File: config.mk
export PLATFORM = sky130hd
export DESIGN_NAME = uifl_top
export DESIGN_NICKNAME = d
export VERILOG_FILES = /design/src/logic/uifl_pkg.sv /design/src/logic/uifl_top.sv
export SDC_FILE = /design/constraint.sdc
export NUM_CORES = 1
export LEC_CHECK = 0
export ABC_AREA = 1
export BUFFER_PORTS_ARGS = -buffer_cell sky130_fd_sc_hd__buf_2
export CAP_MARGIN = 40
export CORE_ASPECT_RATIO = 0.75
export CORE_MARGIN = 2
export CORE_UTILIZATION = 40
export DETAILED_ROUTE_END_ITERATION = 8
export GPL_ROUTABILITY_DRIVEN = 0
export PLACE_DENSITY = 0.67
export SLEW_MARGIN = 20
export SYNTH_ARGS = -nofsm -noshare
export SYNTH_HDL_FRONTEND = slang
export SYNTH_SLANG_ARGS = --single-unit
File: constraint.sdc
create_clock -name CLOCK -period 5.95 [get_ports CLOCK]
set_clock_uncertainty 0.15 [all_clocks]
set_input_delay 1.19 -clock CLOCK [delete_from_list [all_inputs] [get_ports CLOCK]]
set_output_delay 1.19 -clock CLOCK [all_outputs]
set_load 0.02 [all_outputs]
File: src/logic/uifl_pkg.sv
// Register map, field positions and codes for the UART interrupt and format block
package uifl_pkg;
  // Word indices; byte address is four times the index
  localparam logic [2:0] IDX_DATA   = 3'h0;
  localparam logic [2:0] IDX_IEN    = 3'h1;
  localparam logic [2:0] IDX_IDENT  = 3'h2;
  localparam logic [2:0] IDX_LFMT   = 3'h3;
  localparam logic [2:0] IDX_LSTAT  = 3'h5;
  localparam logic [2:0] IDX_MSTAT  = 3'h6;
  // Interrupt enable bits
  localparam int IEN_RX   = 0;
  localparam int IEN_TX   = 1;
  localparam int IEN_LS   = 2;
  localparam int IEN_MS   = 3;
  localparam logic [3:0] IEN_RESET = 4'h0;
  // FIFO control bits
  localparam int FC_EN    = 0;
  localparam int FC_RXRST = 1;
  localparam int FC_TXRST = 2;
  localparam int FC_DMA   = 3;
  localparam int FC_TRIG  = 6;
  localparam logic [1:0] TRIG_RESET = 2'h0;
  localparam logic [4:0] TRIG_LVL0  = 5'h01;
  localparam logic [4:0] TRIG_LVL1  = 5'h04;
  localparam logic [4:0] TRIG_LVL2  = 5'h08;
  localparam logic [4:0] TRIG_LVL3  = 5'h0E;
  // Line format fields
  localparam int LF_STOP  = 2;
  localparam int LF_PAR   = 3;
  localparam logic [7:0] LFMT_RESET = 8'h00;
  // Identification codes, bits 3..0
  localparam logic [3:0] ID_LS   = 4'h6;
  localparam logic [3:0] ID_TO   = 4'hC;
  localparam logic [3:0] ID_RX   = 4'h4;
  localparam logic [3:0] ID_TX   = 4'h2;
  localparam logic [3:0] ID_MS   = 4'h0;
  localparam logic [3:0] ID_NONE = 4'h1;
  // Receive time-out span: four characters plus this many bit times
  localparam int TO_CHARS = 4;
  localparam int TO_BITS  = 12;
endpackage : uifl_pkg

File: src/logic/uifl_top.sv
// Interrupt, FIFO control and line format logic of one UART channel
//
// Decided for this implementation: register access over Wishbone and the register addresses.
`timescale 1ns/1ps
`default_nettype none
// Summary of operation
// - FIFO mode: receive interrupt and code while count at or above trigger.
// - Data ready set when a character enters the FIFO, cleared when empty.
// - FIFOs on with all enables off gives polled use of status flags.
// - Status bit 1 overrun, bits 2-4 head byte errors, bit 7 any FIFO error.
// - Status bit 5 transmit FIFO empty, bit 6 FIFO and shifter empty.
// - Non-FIFO mode: receive interrupt while holding register has a character.
// - Transmit-ready interrupt on transmit FIFO becoming empty; enable resets 0.
// - Overrun interrupts at once; other errors when character reaches the head.
// - Modem interrupt from any delta flag; enables reset 0; bits 7-4 reserved.
// - Identification read shows highest pending source; others stay queued.
// - Time-out after four character times plus twelve bit times.
// - Transmit-ready cleared by identification read or transmit data write.
// - Line status read, modem read, receive reads, data read clear their sources.
// - Codes: line status 0110, time-out 1100, receive data 0100.
// - Bit 0 low while pending, high when idle; bits 3-1 give source.
// - Bits 7 and 6 high while FIFOs enabled; bits 5 and 4 zero.
// - FIFO control bits other than enable taken only with enable written 1.
// - FIFO reset bits pulse pointer resets once and self-clear.
// - DMA mode bit changes behaviour of ready pins.
// - Trigger select 00,01,10,11 gives 1,4,8,14 characters.
// - Word length 00,01,10,11 gives 5,6,7,8 bits.
// - Stop bit field: 1, or 1.5 for 5-bit and 2 otherwise.
module uifl_top
  import uifl_pkg::*;
#(
  parameter int FIFO_DEPTH = 16
)(
  input  wire  logic       CLOCK,
  input  wire  logic       RESET_N,
  input  wire  logic       WB_CYC_I,
  input  wire  logic       WB_STB_I,
  input  wire  logic       WB_WE_I,
  input  wire  logic [4:0] WB_ADR_I,
  input  wire  logic [3:0] WB_SEL_I,
  input  wire  logic [31:0] WB_DAT_I,
  output logic [31:0]      WB_DAT_O,
  output logic             WB_ACK_O,
  input  wire  logic [7:0] RX_DATA,
  input  wire  logic [4:0] RX_COUNT,
  input  wire  logic       RX_PUSH,
  input  wire  logic       RX_OVERRUN,
  input  wire  logic [2:0] RX_HEAD_ERR,
  input  wire  logic       RX_FIFO_ERR,
  input  wire  logic       TX_FIFO_EMPTY,
  input  wire  logic       TX_FIFO_FULL,
  input  wire  logic       TX_SHIFT_EMPTY,
  input  wire  logic       BIT_TICK,
  input  wire  logic [7:0] MODEM_STATUS,
  output logic             RX_READ,
  output logic             TX_WRITE,
  output logic [7:0]       TX_DATA,
  output logic             MODEM_READ,
  output logic             RX_FIFO_RESET,
  output logic             TX_FIFO_RESET,
  output logic             FIFO_ENABLE,
  output logic             DMA_MODE,
  output logic [1:0]       WORD_LENGTH,
  output logic [2:0]       STOP_HALF_BITS,
  output logic [7:0]       LINE_FORMAT,
  output logic             INTERRUPT,
  output logic             RECEIVE_READY_PIN_N,
  output logic             TRANSMIT_READY_PIN_N
);

  // Trigger 14 must fit, and the level port is only five bits wide
  if (FIFO_DEPTH < 14 || FIFO_DEPTH > 31)
  begin : g_depth_check
    $error("FIFO_DEPTH must lie in 14..31");
  end

  ////////////////////////////////////////////////////////////////////////////
  // Bus slave: one wait state, ack drops after one cycle
  logic       acc;
  logic       wr;
  logic       rd;
  logic [2:0] idx;
  logic [3:0] ien;
  logic [1:0] trig_sel;
  logic [4:0] trig;
  logic       ovr;
  logic       ls_pend;
  logic       head_err_q;
  logic       tx_pend;
  logic       tx_empty_q;
  logic       to_flag;
  logic [7:0] to_cnt;
  logic [7:0] to_limit;
  logic       rx_int;
  logic       to_int;
  logic       ls_int;
  logic       tx_int;
  logic       ms_int;
  logic [3:0] ident;
  logic [7:0] line_stat;
  logic [7:0] next_rdata;

  assign acc = WB_CYC_I & WB_STB_I & ~WB_ACK_O;
  assign wr  = acc & WB_WE_I & WB_SEL_I[0];
  assign rd  = acc & ~WB_WE_I;
  assign idx = WB_ADR_I[4:2];

  always_ff @(posedge CLOCK)
  begin
    if (!RESET_N)
      WB_ACK_O <= 1'b0;
    else
      WB_ACK_O <= acc;
  end

  always_comb
  begin
    next_rdata = 8'h00;
    case (idx)
      IDX_DATA:  next_rdata = RX_DATA;
      IDX_IEN:   next_rdata = {4'h0, ien};
      IDX_IDENT: next_rdata = {{2{FIFO_ENABLE}}, 2'b00, ident};
      IDX_LFMT:  next_rdata = LINE_FORMAT;
      IDX_LSTAT: next_rdata = line_stat;
      IDX_MSTAT: next_rdata = MODEM_STATUS;
      default:   next_rdata = 8'h00;
    endcase
  end

  always_ff @(posedge CLOCK)
  begin
    if (!RESET_N)
      WB_DAT_O <= 32'h0000_0000;
    else if (rd)
      WB_DAT_O <= {24'h00_0000, next_rdata};
  end

  ////////////////////////////////////////////////////////////////////////////
  // Access side effects, one-cycle pulses
  always_ff @(posedge CLOCK)
  begin
    if (!RESET_N)
    begin
      RX_READ    <= 1'b0;
      TX_WRITE   <= 1'b0;
      MODEM_READ <= 1'b0;
    end
    else
    begin
      RX_READ    <= rd && idx == IDX_DATA;
      TX_WRITE   <= wr && idx == IDX_DATA;
      MODEM_READ <= rd && idx == IDX_MSTAT;
    end
  end

  always_ff @(posedge CLOCK)
  begin
    if (!RESET_N)
      TX_DATA <= 8'h00;
    else if (wr && idx == IDX_DATA)
      TX_DATA <= WB_DAT_I[7:0];
  end

  ////////////////////////////////////////////////////////////////////////////
  // Control registers
  always_ff @(posedge CLOCK)
  begin
    if (!RESET_N)
      ien <= IEN_RESET;
    else if (wr && idx == IDX_IEN)
      ien <= WB_DAT_I[3:0];
  end

  // Other fields are only taken when the enable bit is written as one
  always_ff @(posedge CLOCK)
  begin
    if (!RESET_N)
    begin
      FIFO_ENABLE <= 1'b0;
      DMA_MODE    <= 1'b0;
      trig_sel    <= TRIG_RESET;
    end
    else if (wr && idx == IDX_IDENT)
    begin
      FIFO_ENABLE <= WB_DAT_I[FC_EN];
      if (WB_DAT_I[FC_EN])
      begin
        DMA_MODE <= WB_DAT_I[FC_DMA];
        trig_sel <= WB_DAT_I[FC_TRIG+:2];
      end
    end
  end

  // Reset bits act once and are never stored; a read of this index returns the identification
  always_ff @(posedge CLOCK)
  begin
    if (!RESET_N)
    begin
      RX_FIFO_RESET <= 1'b0;
      TX_FIFO_RESET <= 1'b0;
    end
    else
    begin
      RX_FIFO_RESET <= wr && idx == IDX_IDENT && WB_DAT_I[FC_EN]
                       && WB_DAT_I[FC_RXRST];
      TX_FIFO_RESET <= wr && idx == IDX_IDENT && WB_DAT_I[FC_EN]
                       && WB_DAT_I[FC_TXRST];
    end
  end

  always_comb
  begin
    case (trig_sel)
      2'h0:    trig = TRIG_LVL0;
      2'h1:    trig = TRIG_LVL1;
      2'h2:    trig = TRIG_LVL2;
      default: trig = TRIG_LVL3;
    endcase
  end

  always_ff @(posedge CLOCK)
  begin
    if (!RESET_N)
      LINE_FORMAT <= LFMT_RESET;
    else if (wr && idx == IDX_LFMT)
      LINE_FORMAT <= WB_DAT_I[7:0];
  end

  assign WORD_LENGTH = LINE_FORMAT[1:0];
  // Stop length in half bit times
  assign STOP_HALF_BITS = !LINE_FORMAT[LF_STOP] ? 3'h2 :
                          (LINE_FORMAT[1:0] == 2'h0) ? 3'h3 : 3'h4;

  ////////////////////////////////////////////////////////////////////////////
  // Line status
  // Overrun is sticky; a new overrun in the read cycle wins over the clear
  always_ff @(posedge CLOCK)
  begin
    if (!RESET_N)
      ovr <= 1'b0;
    else if (RX_OVERRUN)
      ovr <= 1'b1;
    else if (rd && idx == IDX_LSTAT)
      ovr <= 1'b0;
  end

  assign line_stat = {FIFO_ENABLE & RX_FIFO_ERR,
                      TX_FIFO_EMPTY & TX_SHIFT_EMPTY,
                      TX_FIFO_EMPTY,
                      RX_HEAD_ERR,
                      ovr,
                      RX_COUNT != 5'h00};

  // Head errors interrupt when the bad character reaches the read position
  always_ff @(posedge CLOCK)
  begin
    if (!RESET_N)
    begin
      head_err_q <= 1'b0;
      ls_pend    <= 1'b0;
    end
    else
    begin
      head_err_q <= |RX_HEAD_ERR;
      if (RX_OVERRUN || (|RX_HEAD_ERR && !head_err_q))
        ls_pend <= 1'b1;
      else if (rd && idx == IDX_LSTAT)
        ls_pend <= 1'b0;
    end
  end

  ////////////////////////////////////////////////////////////////////////////
  // Receive time-out timer, counted in bit ticks
  // Parity bit counted in; a half stop bit is rounded up to a whole one
  always_comb
  begin
    to_limit = 8'(TO_CHARS) * (8'h07 + {6'h00, LINE_FORMAT[1:0]}
               + {7'h00, LINE_FORMAT[LF_PAR]} + {7'h00, LINE_FORMAT[LF_STOP]})
               + 8'(TO_BITS);
  end

  always_ff @(posedge CLOCK)
  begin
    if (!RESET_N)
    begin
      to_cnt  <= 8'h00;
      to_flag <= 1'b0;
    end
    else if (RX_COUNT == 5'h00 || RX_PUSH || RX_READ)
    begin
      to_cnt  <= 8'h00;
      to_flag <= 1'b0;
    end
    else if (BIT_TICK && !to_flag)
    begin
      to_cnt <= to_cnt + 8'h01;
      if (to_cnt + 8'h01 == to_limit)
        to_flag <= 1'b1;
    end
  end

  ////////////////////////////////////////////////////////////////////////////
  // Transmit ready: set when the FIFO goes empty, set wins over clear
  always_ff @(posedge CLOCK)
  begin
    if (!RESET_N)
    begin
      // Idle level of the empty flag, so release of reset is no false edge
      tx_empty_q <= 1'b1;
      tx_pend    <= 1'b0;
    end
    else
    begin
      tx_empty_q <= TX_FIFO_EMPTY;
      if (TX_FIFO_EMPTY && !tx_empty_q)
        tx_pend <= 1'b1;
      else if ((wr && idx == IDX_DATA)
               || (rd && idx == IDX_IDENT && ident == ID_TX))
        tx_pend <= 1'b0;
    end
  end

  ////////////////////////////////////////////////////////////////////////////
  // Priority and identification
  assign ls_int = ien[IEN_LS] & ls_pend;
  assign to_int = ien[IEN_RX] & FIFO_ENABLE & to_flag;
  assign rx_int = ien[IEN_RX] & (FIFO_ENABLE ? RX_COUNT >= trig
                                              : RX_COUNT != 5'h00);
  assign tx_int = ien[IEN_TX] & tx_pend;
  assign ms_int = ien[IEN_MS] & |MODEM_STATUS[3:0];

  // Lower sources stay pending behind the one reported
  always_comb
  begin
    if (ls_int)
      ident = ID_LS;
    else if (to_int)
      ident = ID_TO;
    else if (rx_int)
      ident = ID_RX;
    else if (tx_int)
      ident = ID_TX;
    else if (ms_int)
      ident = ID_MS;
    else
      ident = ID_NONE;
  end

  always_ff @(posedge CLOCK)
  begin
    if (!RESET_N)
      INTERRUPT <= 1'b0;
    else
      INTERRUPT <= ~ident[0];
  end

  ////////////////////////////////////////////////////////////////////////////
  // Ready pins: single-character signalling, or block signalling in DMA mode
  always_ff @(posedge CLOCK)
  begin
    if (!RESET_N)
    begin
      RECEIVE_READY_PIN_N  <= 1'b1;
      TRANSMIT_READY_PIN_N <= 1'b1;
    end
    else
    begin
      RECEIVE_READY_PIN_N <= DMA_MODE ? !(RX_COUNT >= trig || to_flag)
                                      : RX_COUNT == 5'h00;
      TRANSMIT_READY_PIN_N <= DMA_MODE ? TX_FIFO_FULL
                                       : !TX_FIFO_EMPTY;
    end
  end

  ////////////////////////////////////////////////////////////////////////////
  // Checks
  property p_rx_level;
    @(posedge CLOCK) disable iff (!RESET_N)
    (ien[IEN_RX] && FIFO_ENABLE && !ls_int && !to_flag && RX_COUNT >= trig)
      |-> ident == ID_RX;
  endproperty
  a_rx_level: assert property (p_rx_level) else $error("rx level code");

  property p_rx_below;
    @(posedge CLOCK) disable iff (!RESET_N)
    (FIFO_ENABLE && RX_COUNT < trig) |-> !rx_int;
  endproperty
  a_rx_below: assert property (p_rx_below) else $error("rx int below trig");

  property p_ovr_int;
    @(posedge CLOCK) disable iff (!RESET_N)
    (RX_OVERRUN && ien[IEN_LS]) |=> ident == ID_LS ##1 INTERRUPT;
  endproperty
  a_ovr_int: assert property (p_ovr_int) else $error("overrun no int");

  property p_ls_clear;
    @(posedge CLOCK) disable iff (!RESET_N)
    (rd && idx == IDX_LSTAT && !RX_OVERRUN && !(|RX_HEAD_ERR && !head_err_q))
      |=> !ls_pend && !ovr;
  endproperty
  a_ls_clear: assert property (p_ls_clear) else $error("ls not cleared");

  property p_tx_clear;
    @(posedge CLOCK) disable iff (!RESET_N)
    (wr && idx == IDX_DATA && !(TX_FIFO_EMPTY && !tx_empty_q)) |=> !tx_pend;
  endproperty
  a_tx_clear: assert property (p_tx_clear) else $error("tx not cleared");

  property p_fcr_ignore;
    @(posedge CLOCK) disable iff (!RESET_N)
    (wr && idx == IDX_IDENT && !WB_DAT_I[FC_EN])
      |=> $stable(trig_sel) && $stable(DMA_MODE) && !RX_FIFO_RESET;
  endproperty
  a_fcr_ignore: assert property (p_fcr_ignore) else $error("fcr not ignored");

  property p_fifo_rst;
    @(posedge CLOCK) disable iff (!RESET_N)
    RX_FIFO_RESET |=> !RX_FIFO_RESET;
  endproperty
  a_fifo_rst: assert property (p_fifo_rst) else $error("reset not self clear");

  property p_idle_code;
    @(posedge CLOCK) disable iff (!RESET_N)
    (ien == 4'h0) |-> ident == ID_NONE ##1 !INTERRUPT;
  endproperty
  a_idle_code: assert property (p_idle_code) else $error("polled mode int");

  property p_to_restart;
    @(posedge CLOCK) disable iff (!RESET_N)
    RX_PUSH |=> to_cnt == 8'h00 && !to_flag;
  endproperty
  a_to_restart: assert property (p_to_restart) else $error("timer no restart");

  property p_ack_pulse;
    @(posedge CLOCK) disable iff (!RESET_N)
    WB_ACK_O |=> !WB_ACK_O;
  endproperty
  a_ack_pulse: assert property (p_ack_pulse) else $error("ack held");

endmodule : uifl_top
`default_nettype wire

==> impl_results.md, run 1 <==
* Crit path kind: reg2out
* CP Max Fanout at 6
* Critical Path AT at between 1000 and 1500 ps
* Worst IR drop on VDD at approximately 0.000099 V
* Post-route design area at 3530 µm²
* Yosys top cell area share at 36.5%
* Clk sink count at 55
* # IOs at between 100 and 150
* Min-delay src: WB_DAT_O[1]$_SDFFE_PN0P_
* Total negative slack at 0 ps
* Setup crit end kind: primary output
* Critical R2R Launch: LINE_FORMAT[0]$_SDFFE_PN0P_
* Fraction of layout cells with a size suffix above 1 at between 20% and 30%
* Worst-margin pin slew at 620 ps
* Vias in the first global route at 2698
* Switching power total at slightly below 200 µW
* Reg2Reg Depth at 13
* CP most frequent cell: inv_1
* Commonest cells post-synth: 79 x nand2_1, 56 x inv_1, 55 x dfxtp_1
* Clk root buf: clkbuf_8
* Slowest CP cell: dfxtp_1
* Max-capacitance violation count at 0
* Final period util at roughly 45%
* Final period demand of the worst path at approximately 2700 ps
* Worst Hold Class: reg2reg
* Placed Instance Area at 3430 µm²
* Cts repair resizes at 0
* Leak at ~1.7 nW
* Total grt overflow at 0
* Peak Freq at ~370 MHz
* Vias post-DR at ~2900
* H-tree depth at 2
* Main synth FF type: dfxtp_1
* Row cnt at 27
* Area leader, netlist: dfxtp_1
* N_diodes at 0
* Mux cell area share after synthesis at 0%
* Die width at around 100 µm
* Pin count of the biggest net entering global routing at 29
* Mean Syn Cell Area at 7.08 µm²
* Max-slew violations at 0
* Residual DRC at 0
* Slew headroom at between 50% and 60%
* Post-synth ARST share at 0%
* Number of synthesized register bits at 55
* Logic pwr share at ~14%
* Fin nets at 599
* Starting Density at about two fifths
* Global-route usage over all layers at 18.8%
* Synth Area in Compound Gates at 16.6%
* Hold bufs inserted after CTS at 0
* Initial antenna violation count at 0
* Worst Hold Depth at 2
* Hold EP: WB_DAT_O[1]$_SDFFE_PN0P_
* Post-synth EDFFs at 0
* Clock-pin slew on the worst setup and hold paths at between 100 and 150 ps
* XOR/XNOR Fraction of Synth Area at under 10%
* RSZ-0062 raised after global routing: no
* Final WL at between 7000 and 8000 µm
* CP Launch Type: flip-flop
* Adder-Cell Fraction of Synth Area at 5.23%
* Worst skew pair latency at a little over 300 ps
* Routed Antenna Nets at 0
* Die Area at between 8000 and 9000 µm²
* Drt pass-1 iters at 4
* CTS tree: done
* Number of port buffers at just under 90
* Yosys warning total at 0
* Max incr delay on CP at 440 ps
* Final setup vio count at 0
* Pwr dens at 193 nW/µm²
* Synth top area cells: dfxtp_1 36%, nand2_1 9.8%, inv_1 7.0%
* Reg-to-reg endpoint: to_flag$_SDFFE_PP0P_
* Sequential share of the synthesized area at between 30% and 40%
* Hold Fails Final Rpt at 0
* Synthesized instance count at about 430
* Outcome: finished clean
* Internal power at ~500 µW
* Main combinational cell family by area after synthesis: simple AND/OR/NAND/NOR gates
* Number of setup buffers added after CTS at 0
* WL/cell at about 12 µm
* Crit-path cells: inv_1 -> a21oi_1 -> inv_1 -> buf_2
* Num CTS Buffers at 5
* Top-count cell post-synth: nand2_1
* Sequential fraction of design power at ~56%
* First DRT Iteration DRCs at about 110
* First-pass GRT wire length at 12500 µm
* Area grow syn2layout at 16.9%
* Clock Power Share at approximately 31%
* Post-detail-place hpwl at 6120 µm
* Synth Area in Simple Gates at between 20% and 30%
* Die height at 79.2 µm
* Yosys cell types at 42
* Power Total at just under 700 µW
* Hold_ws at around 320 ps
* Sw Share at approximately 28%
* Required @ worst endpoint at between 4000 and 5000 ps
* CTS Buffer Depth at 2
* Core Footprint at between 7000 and 8000 µm²
* Vias per cell at between 4 and 5
* Register-to-register setup slack at between 3000 and 4000 ps
* Area of the mapped netlist at between 3000 and 4000 µm²
[logic make-up after synthesis]
family	count (synthesis)
fa+ha+maj	12
other cells	1
compound gates	91
xor+xnor	6
buf+inv	97
simple gates	164
flops	55
[metrics by stage]
stage / worst slack, ps / utilization (%) / std cells
after CTS: 3220 / 48.1 / 612
after detailed placement: 3090 / 46.8 / 604
after global placement: 3140 / 46.8 / 604
after global routing: 3060 / 48.1 / 612
after floorplan: 3260 / - / 449
final: 3250 / 48.1 / 612
[cell usage in the layout, fill, tap and decap left out, types with 2 or more instances in the layout]
cell type  netlist  final
nand4_1          6      6
ha_1            11     11
nor2_1          44     44
inv_2            6      6
xor2_1           3      3
o21ai_0         33     33
a31oi_1          2      2
nor2_2           2      2
clkbuf_8         0      5
clkinv_1         2      2
o22ai_1          3      3
nand3_2          2      2
nor3_1           4      4
xnor2_1          2      2
dfxtp_1         55     55
nand2_1         79     79
a21oi_1         40     40
buf_2            2     87
conb_1           1     24
a211oi_1         2      2
nor2_4           2      2
o2111ai_1        2      2
nand3_1         18     18
inv_1           56     56
nand3b_1         3      3
[final cells by class]
| class | count | area [µm²] |
|---|---|---|
| Tap cell | 101 | 126 |
| Clock buffer | 5 | 68.8 |
| Fill cell | 776 | 3800 |
| Timing Repair Buffer | 87 | 435 |
| Sequential cell | 55 | 1100 |
| Multi-Input combinational cell | 297 | 1530 |
| Clock inverter | 3 | 23.8 |
| Inverter | 64 | 240 |
[metal layers]
| layer | wire (µm) | up-vias | track usage, % | part of all wire (%) |
|---|---|---|---|---|
| li1 | - | 1493 | - | - |
| met1 | 3730 | 1271 | 26.3 | 49 |
| met2 | 3170 | 98 | 27.7 | 42 |
| met3 | 615 | 6 | 5.50 | 8.1 |
| met4 | 79 | 0 | 5.81 | 1.0 |
| met5 | 0 | - | 0 | 0 |
[worst max-delay path, delay by kind of cell (launching register included)]
family | cells | cell delay [ps]
AOI/OAI and AO/OA | 1 | 220
buffers and inverters | 3 | 390
DFF | 1 | 440
[worst max-delay path by stage]
stage,endpoint,from
floorplan,STOP_HALF_BITS[1],LINE_FORMAT[1]$_SDFFE_PN0P_
global placement,tx_pend$_SDFFE_PN0P_,WB_CYC_I
detailed placement,tx_pend$_SDFFE_PN0P_,WB_CYC_I
CTS,STOP_HALF_BITS[1],LINE_FORMAT[1]$_SDFFE_PN0P_
global route,to_flag$_SDFFE_PP0P_,LINE_FORMAT[0]$_SDFFE_PN0P_
finish,STOP_HALF_BITS[1],LINE_FORMAT[1]$_SDFFE_PN0P_
[state kept, by name, indices dropped and copies added (netlist names), 2 cells and up]
register     count
LINE_FORMAT      8
TX_DATA          8
WB_DAT_O         8
ien              4
to_cnt           8
trig_sel         2
[power by group through the flow]
stage | clock network, mW | registers [mW] | logic (mW)
after CTS | 0.222 | 0.379 | 0.0916
final | 0.211 | 0.379 | 0.0919
after global placement | 0 | 0.387 | 0.0902
after detailed placement | 0 | 0.387 | 0.0914
after floorplan | 0 | 0.390 | 0.0669
after global routing | 0.236 | 0.380 | 0.103
No activity file was read; power rests on OpenSTA's default activity.
==> run 2: changes to the inputs <==
==> constraint.sdc (replaced) <==
create_clock -name CLOCK -period 2.55 [get_ports CLOCK]
set_clock_uncertainty 0.15 [all_clocks]
set_input_delay 0.51 -clock CLOCK [delete_from_list [all_inputs] [get_ports CLOCK]]
set_output_delay 0.51 -clock CLOCK [all_outputs]
set_load 0.02 [all_outputs]
==> impl_results.md, run 2 (synthesis results as in run 1) <==
* Critical Path AT at roughly 2500 ps
* Pwr dens at roughly 470 nW/µm²
* CP Launch Type: flip-flop
* Row cnt at 27
* Hold Fails Final Rpt at 0
* Total grt overflow at 0
* First DRT Iteration DRCs at 167
* N_diodes at 0
* Dpl ws at ~30 ps
* Filler cells at between 700 and 800
* Pin count of the biggest net entering global routing at 22
* Sw Share at 26.4%
* Final period demand of the worst path at 2470 ps
* Vias in the first global route at between 2000 and 3000
* Reg area at between 1000 and 1500 µm²
* Met3 wire length at ~630 µm
* Worst-margin pin slew at ~660 ps
* Hold bufs inserted after CTS at 0
* Routed Antenna Nets at 0
* Crit path launch: LINE_FORMAT[3]$_SDFFE_PN0P_
* Worst Hold Class: in2reg
* Num CTS Buffers at 5
* Number of port buffers at 87
* Outcome: finished clean
* Die Area at slightly above 8000 µm²
* Post-detail-place hpwl at between 6000 and 7000 µm
* Reg-to-reg endpoint: to_flag$_SDFFE_PP0P_
* Peak Freq at roughly 400 MHz
* Clk root buf: clkbuf_8
* Clk sink count at 55
* CP endpoint: to_flag$_SDFFE_PP0P_
* Sequential fraction of design power at 52.3%
* Residual DRC at 0
* WL/cell at 12.5 µm
* Register-to-register setup slack at 80 ps
* Fin nets at about 600
* Met2 WL at ~3200 µm
* Multi-input gate area at between 1500 and 2000 µm²
* Switching power total at 447 µW
* Final period util at a little over nine tenths
* Die width at between 100 and 150 µm
* Worst IR drop on VDD at 0.000240 V
* Max-capacitance violation count at 0
* Worst skew pair latency at 310 ps
* Critical R2R Launch: LINE_FORMAT[3]$_SDFFE_PN0P_
* Fraction of layout cells with a size suffix above 1 at about a quarter
* Final WL at 7740 µm
* CP Max Fanout at 3
* Initial antenna violation count at 0
* CTS Buffer Depth at 2
* Wl on met1 at ~3800 µm
* RSZ-0062 raised after global routing: yes
* Slew headroom at 55.8%
* Setup crit end kind: flip-flop
* Vias per cell at about 4.6
* # IOs at between 100 and 150
* Clock Power Share at a little over a third
* Most frequent cells in the layout: 87 x buf_2, 79 x nand2_1, 53 x dfxtp_1, 53 x inv_1, 44 x nor2_1
* Setup slack after layout at approximately 77 ps
* Util after Layout at 49.4%
* Area grow syn2layout at 20.0%
* Global-route usage over all layers at about a fifth
* Die height at between 70 and 80 µm
* Starting Density at 41.2%
* Hold_ws at between 200 and 300 ps
* Core Footprint at approximately 7300 µm²
* Internal power at between 1 and 1.5 mW
* Vias post-DR at roughly 2900
* Drt pass-1 iters at 4
* First-pass GRT wire length at 12600 µm
* Leak at 1.78 nW
* Top Metal Used: met4
* Clock-pin slew on the worst setup and hold paths at roughly 100 ps
* H-tree depth at 2
* Logic pwr share at 13.0%
* Required @ worst endpoint at between 2000 and 3000 ps
* Most common cell after layout, fill and taps aside: buf_2
* Reg2Reg Depth at 13
* CTS tree: done
* Final setup vio count at 0
* Max-slew violations at 0
* Crit path kind: reg2reg
run 2: changes by cell type in the layout (fill, tap and decap cells not counted), moves of 2 or more:
cell and delta:
ha_4 +2, ha_1 -3, inv_1 -3, inv_2 +3, dfxtp_1 -2, dfxtp_2 +2, buf_4 +6
run 2: how the worst min path moves through the flow:
stage / startpoint / end / slack (ps) / depth (start not counted)
6_report: TX_FIFO_FULL / TRANSMIT_READY_PIN_N$_SDFF_PN1_ / 280 / 3
5_1_grt: WB_DAT_I[5] / TX_DATA[5]$_SDFFE_PN0P_ / 290 / 3
4_1_cts: TX_FIFO_FULL / TRANSMIT_READY_PIN_N$_SDFF_PN1_ / 280 / 3
3_5_place_dp: WB_DAT_O[6]$_SDFFE_PN0P_ / WB_DAT_O[6]$_SDFFE_PN0P_ / 300 / 2
3_3_place_gp: WB_DAT_O[7]$_SDFFE_PN0P_ / WB_DAT_O[7]$_SDFFE_PN0P_ / 300 / 2
2_1_floorplan: ien[1]$_SDFFE_PN0P_ / ien[1]$_SDFFE_PN0P_ / 290 / 2
run 2: repair_timing:
item,4_1_cts,5_1_grt
resized for setup,0,7
setup endpoints to repair,0,1
setup buffers,0,2
run 2: final cells by class:
type | count | area share (%)
Clock inverter | 2 | 1.07
Timing Repair Buffer | 93 | 13.3
Clock buffer | 6 | 2.00
Tap cell | 101 | 3.49
Inverter | 64 | 6.64
Sequential cell | 55 | 30.5
Multi-Input combinational cell | 297 | 43.0
run 2: metrics by stage:
step | cells | TNS (ps) | cell area, µm² | total power, mW
finish | 618 | 0 | 3620 | 1.69
global route | 618 | -79.0 | 3620 | 1.77
CTS | 616 | 0 | 3580 | 1.70
detailed placement | 608 | 0 | 3470 | 1.12
global placement | 608 | 0 | 3470 | 1.12
floorplan | 449 | 0 | 3110 | 1.07
run 2: worst max-delay path, cell delays in order, from the launching register on:
cell	delay, ps
dfxtp_2	360
inv_2	50
ha_4	250
inv_2	40
ha_4	150
fa_1	540
inv_1	50
ha_2	170
nand3b_1	160
nand3b_1	170
nand2_1	70
nor2_1	40
nand3b_1	100
a21oi_2	60
run 2: layer usage:
metal | up-vias | GRT usage, %
met5 | - | 0
met4 | 0 | 3.65
met3 | 6 | 4.84
met2 | 90 | 28.8
met1 | 1268 | 27.3
li1 | 1505 | -
run 2: power by group through the flow:
stage	logic (mW)	registers (mW)	clock network, mW
after floorplan	0.156	0.911	0
after CTS	0.217	0.884	0.598
after detailed placement	0.217	0.904	0
after global placement	0.214	0.903	0
final	0.220	0.884	0.588
after global routing	0.247	0.887	0.640
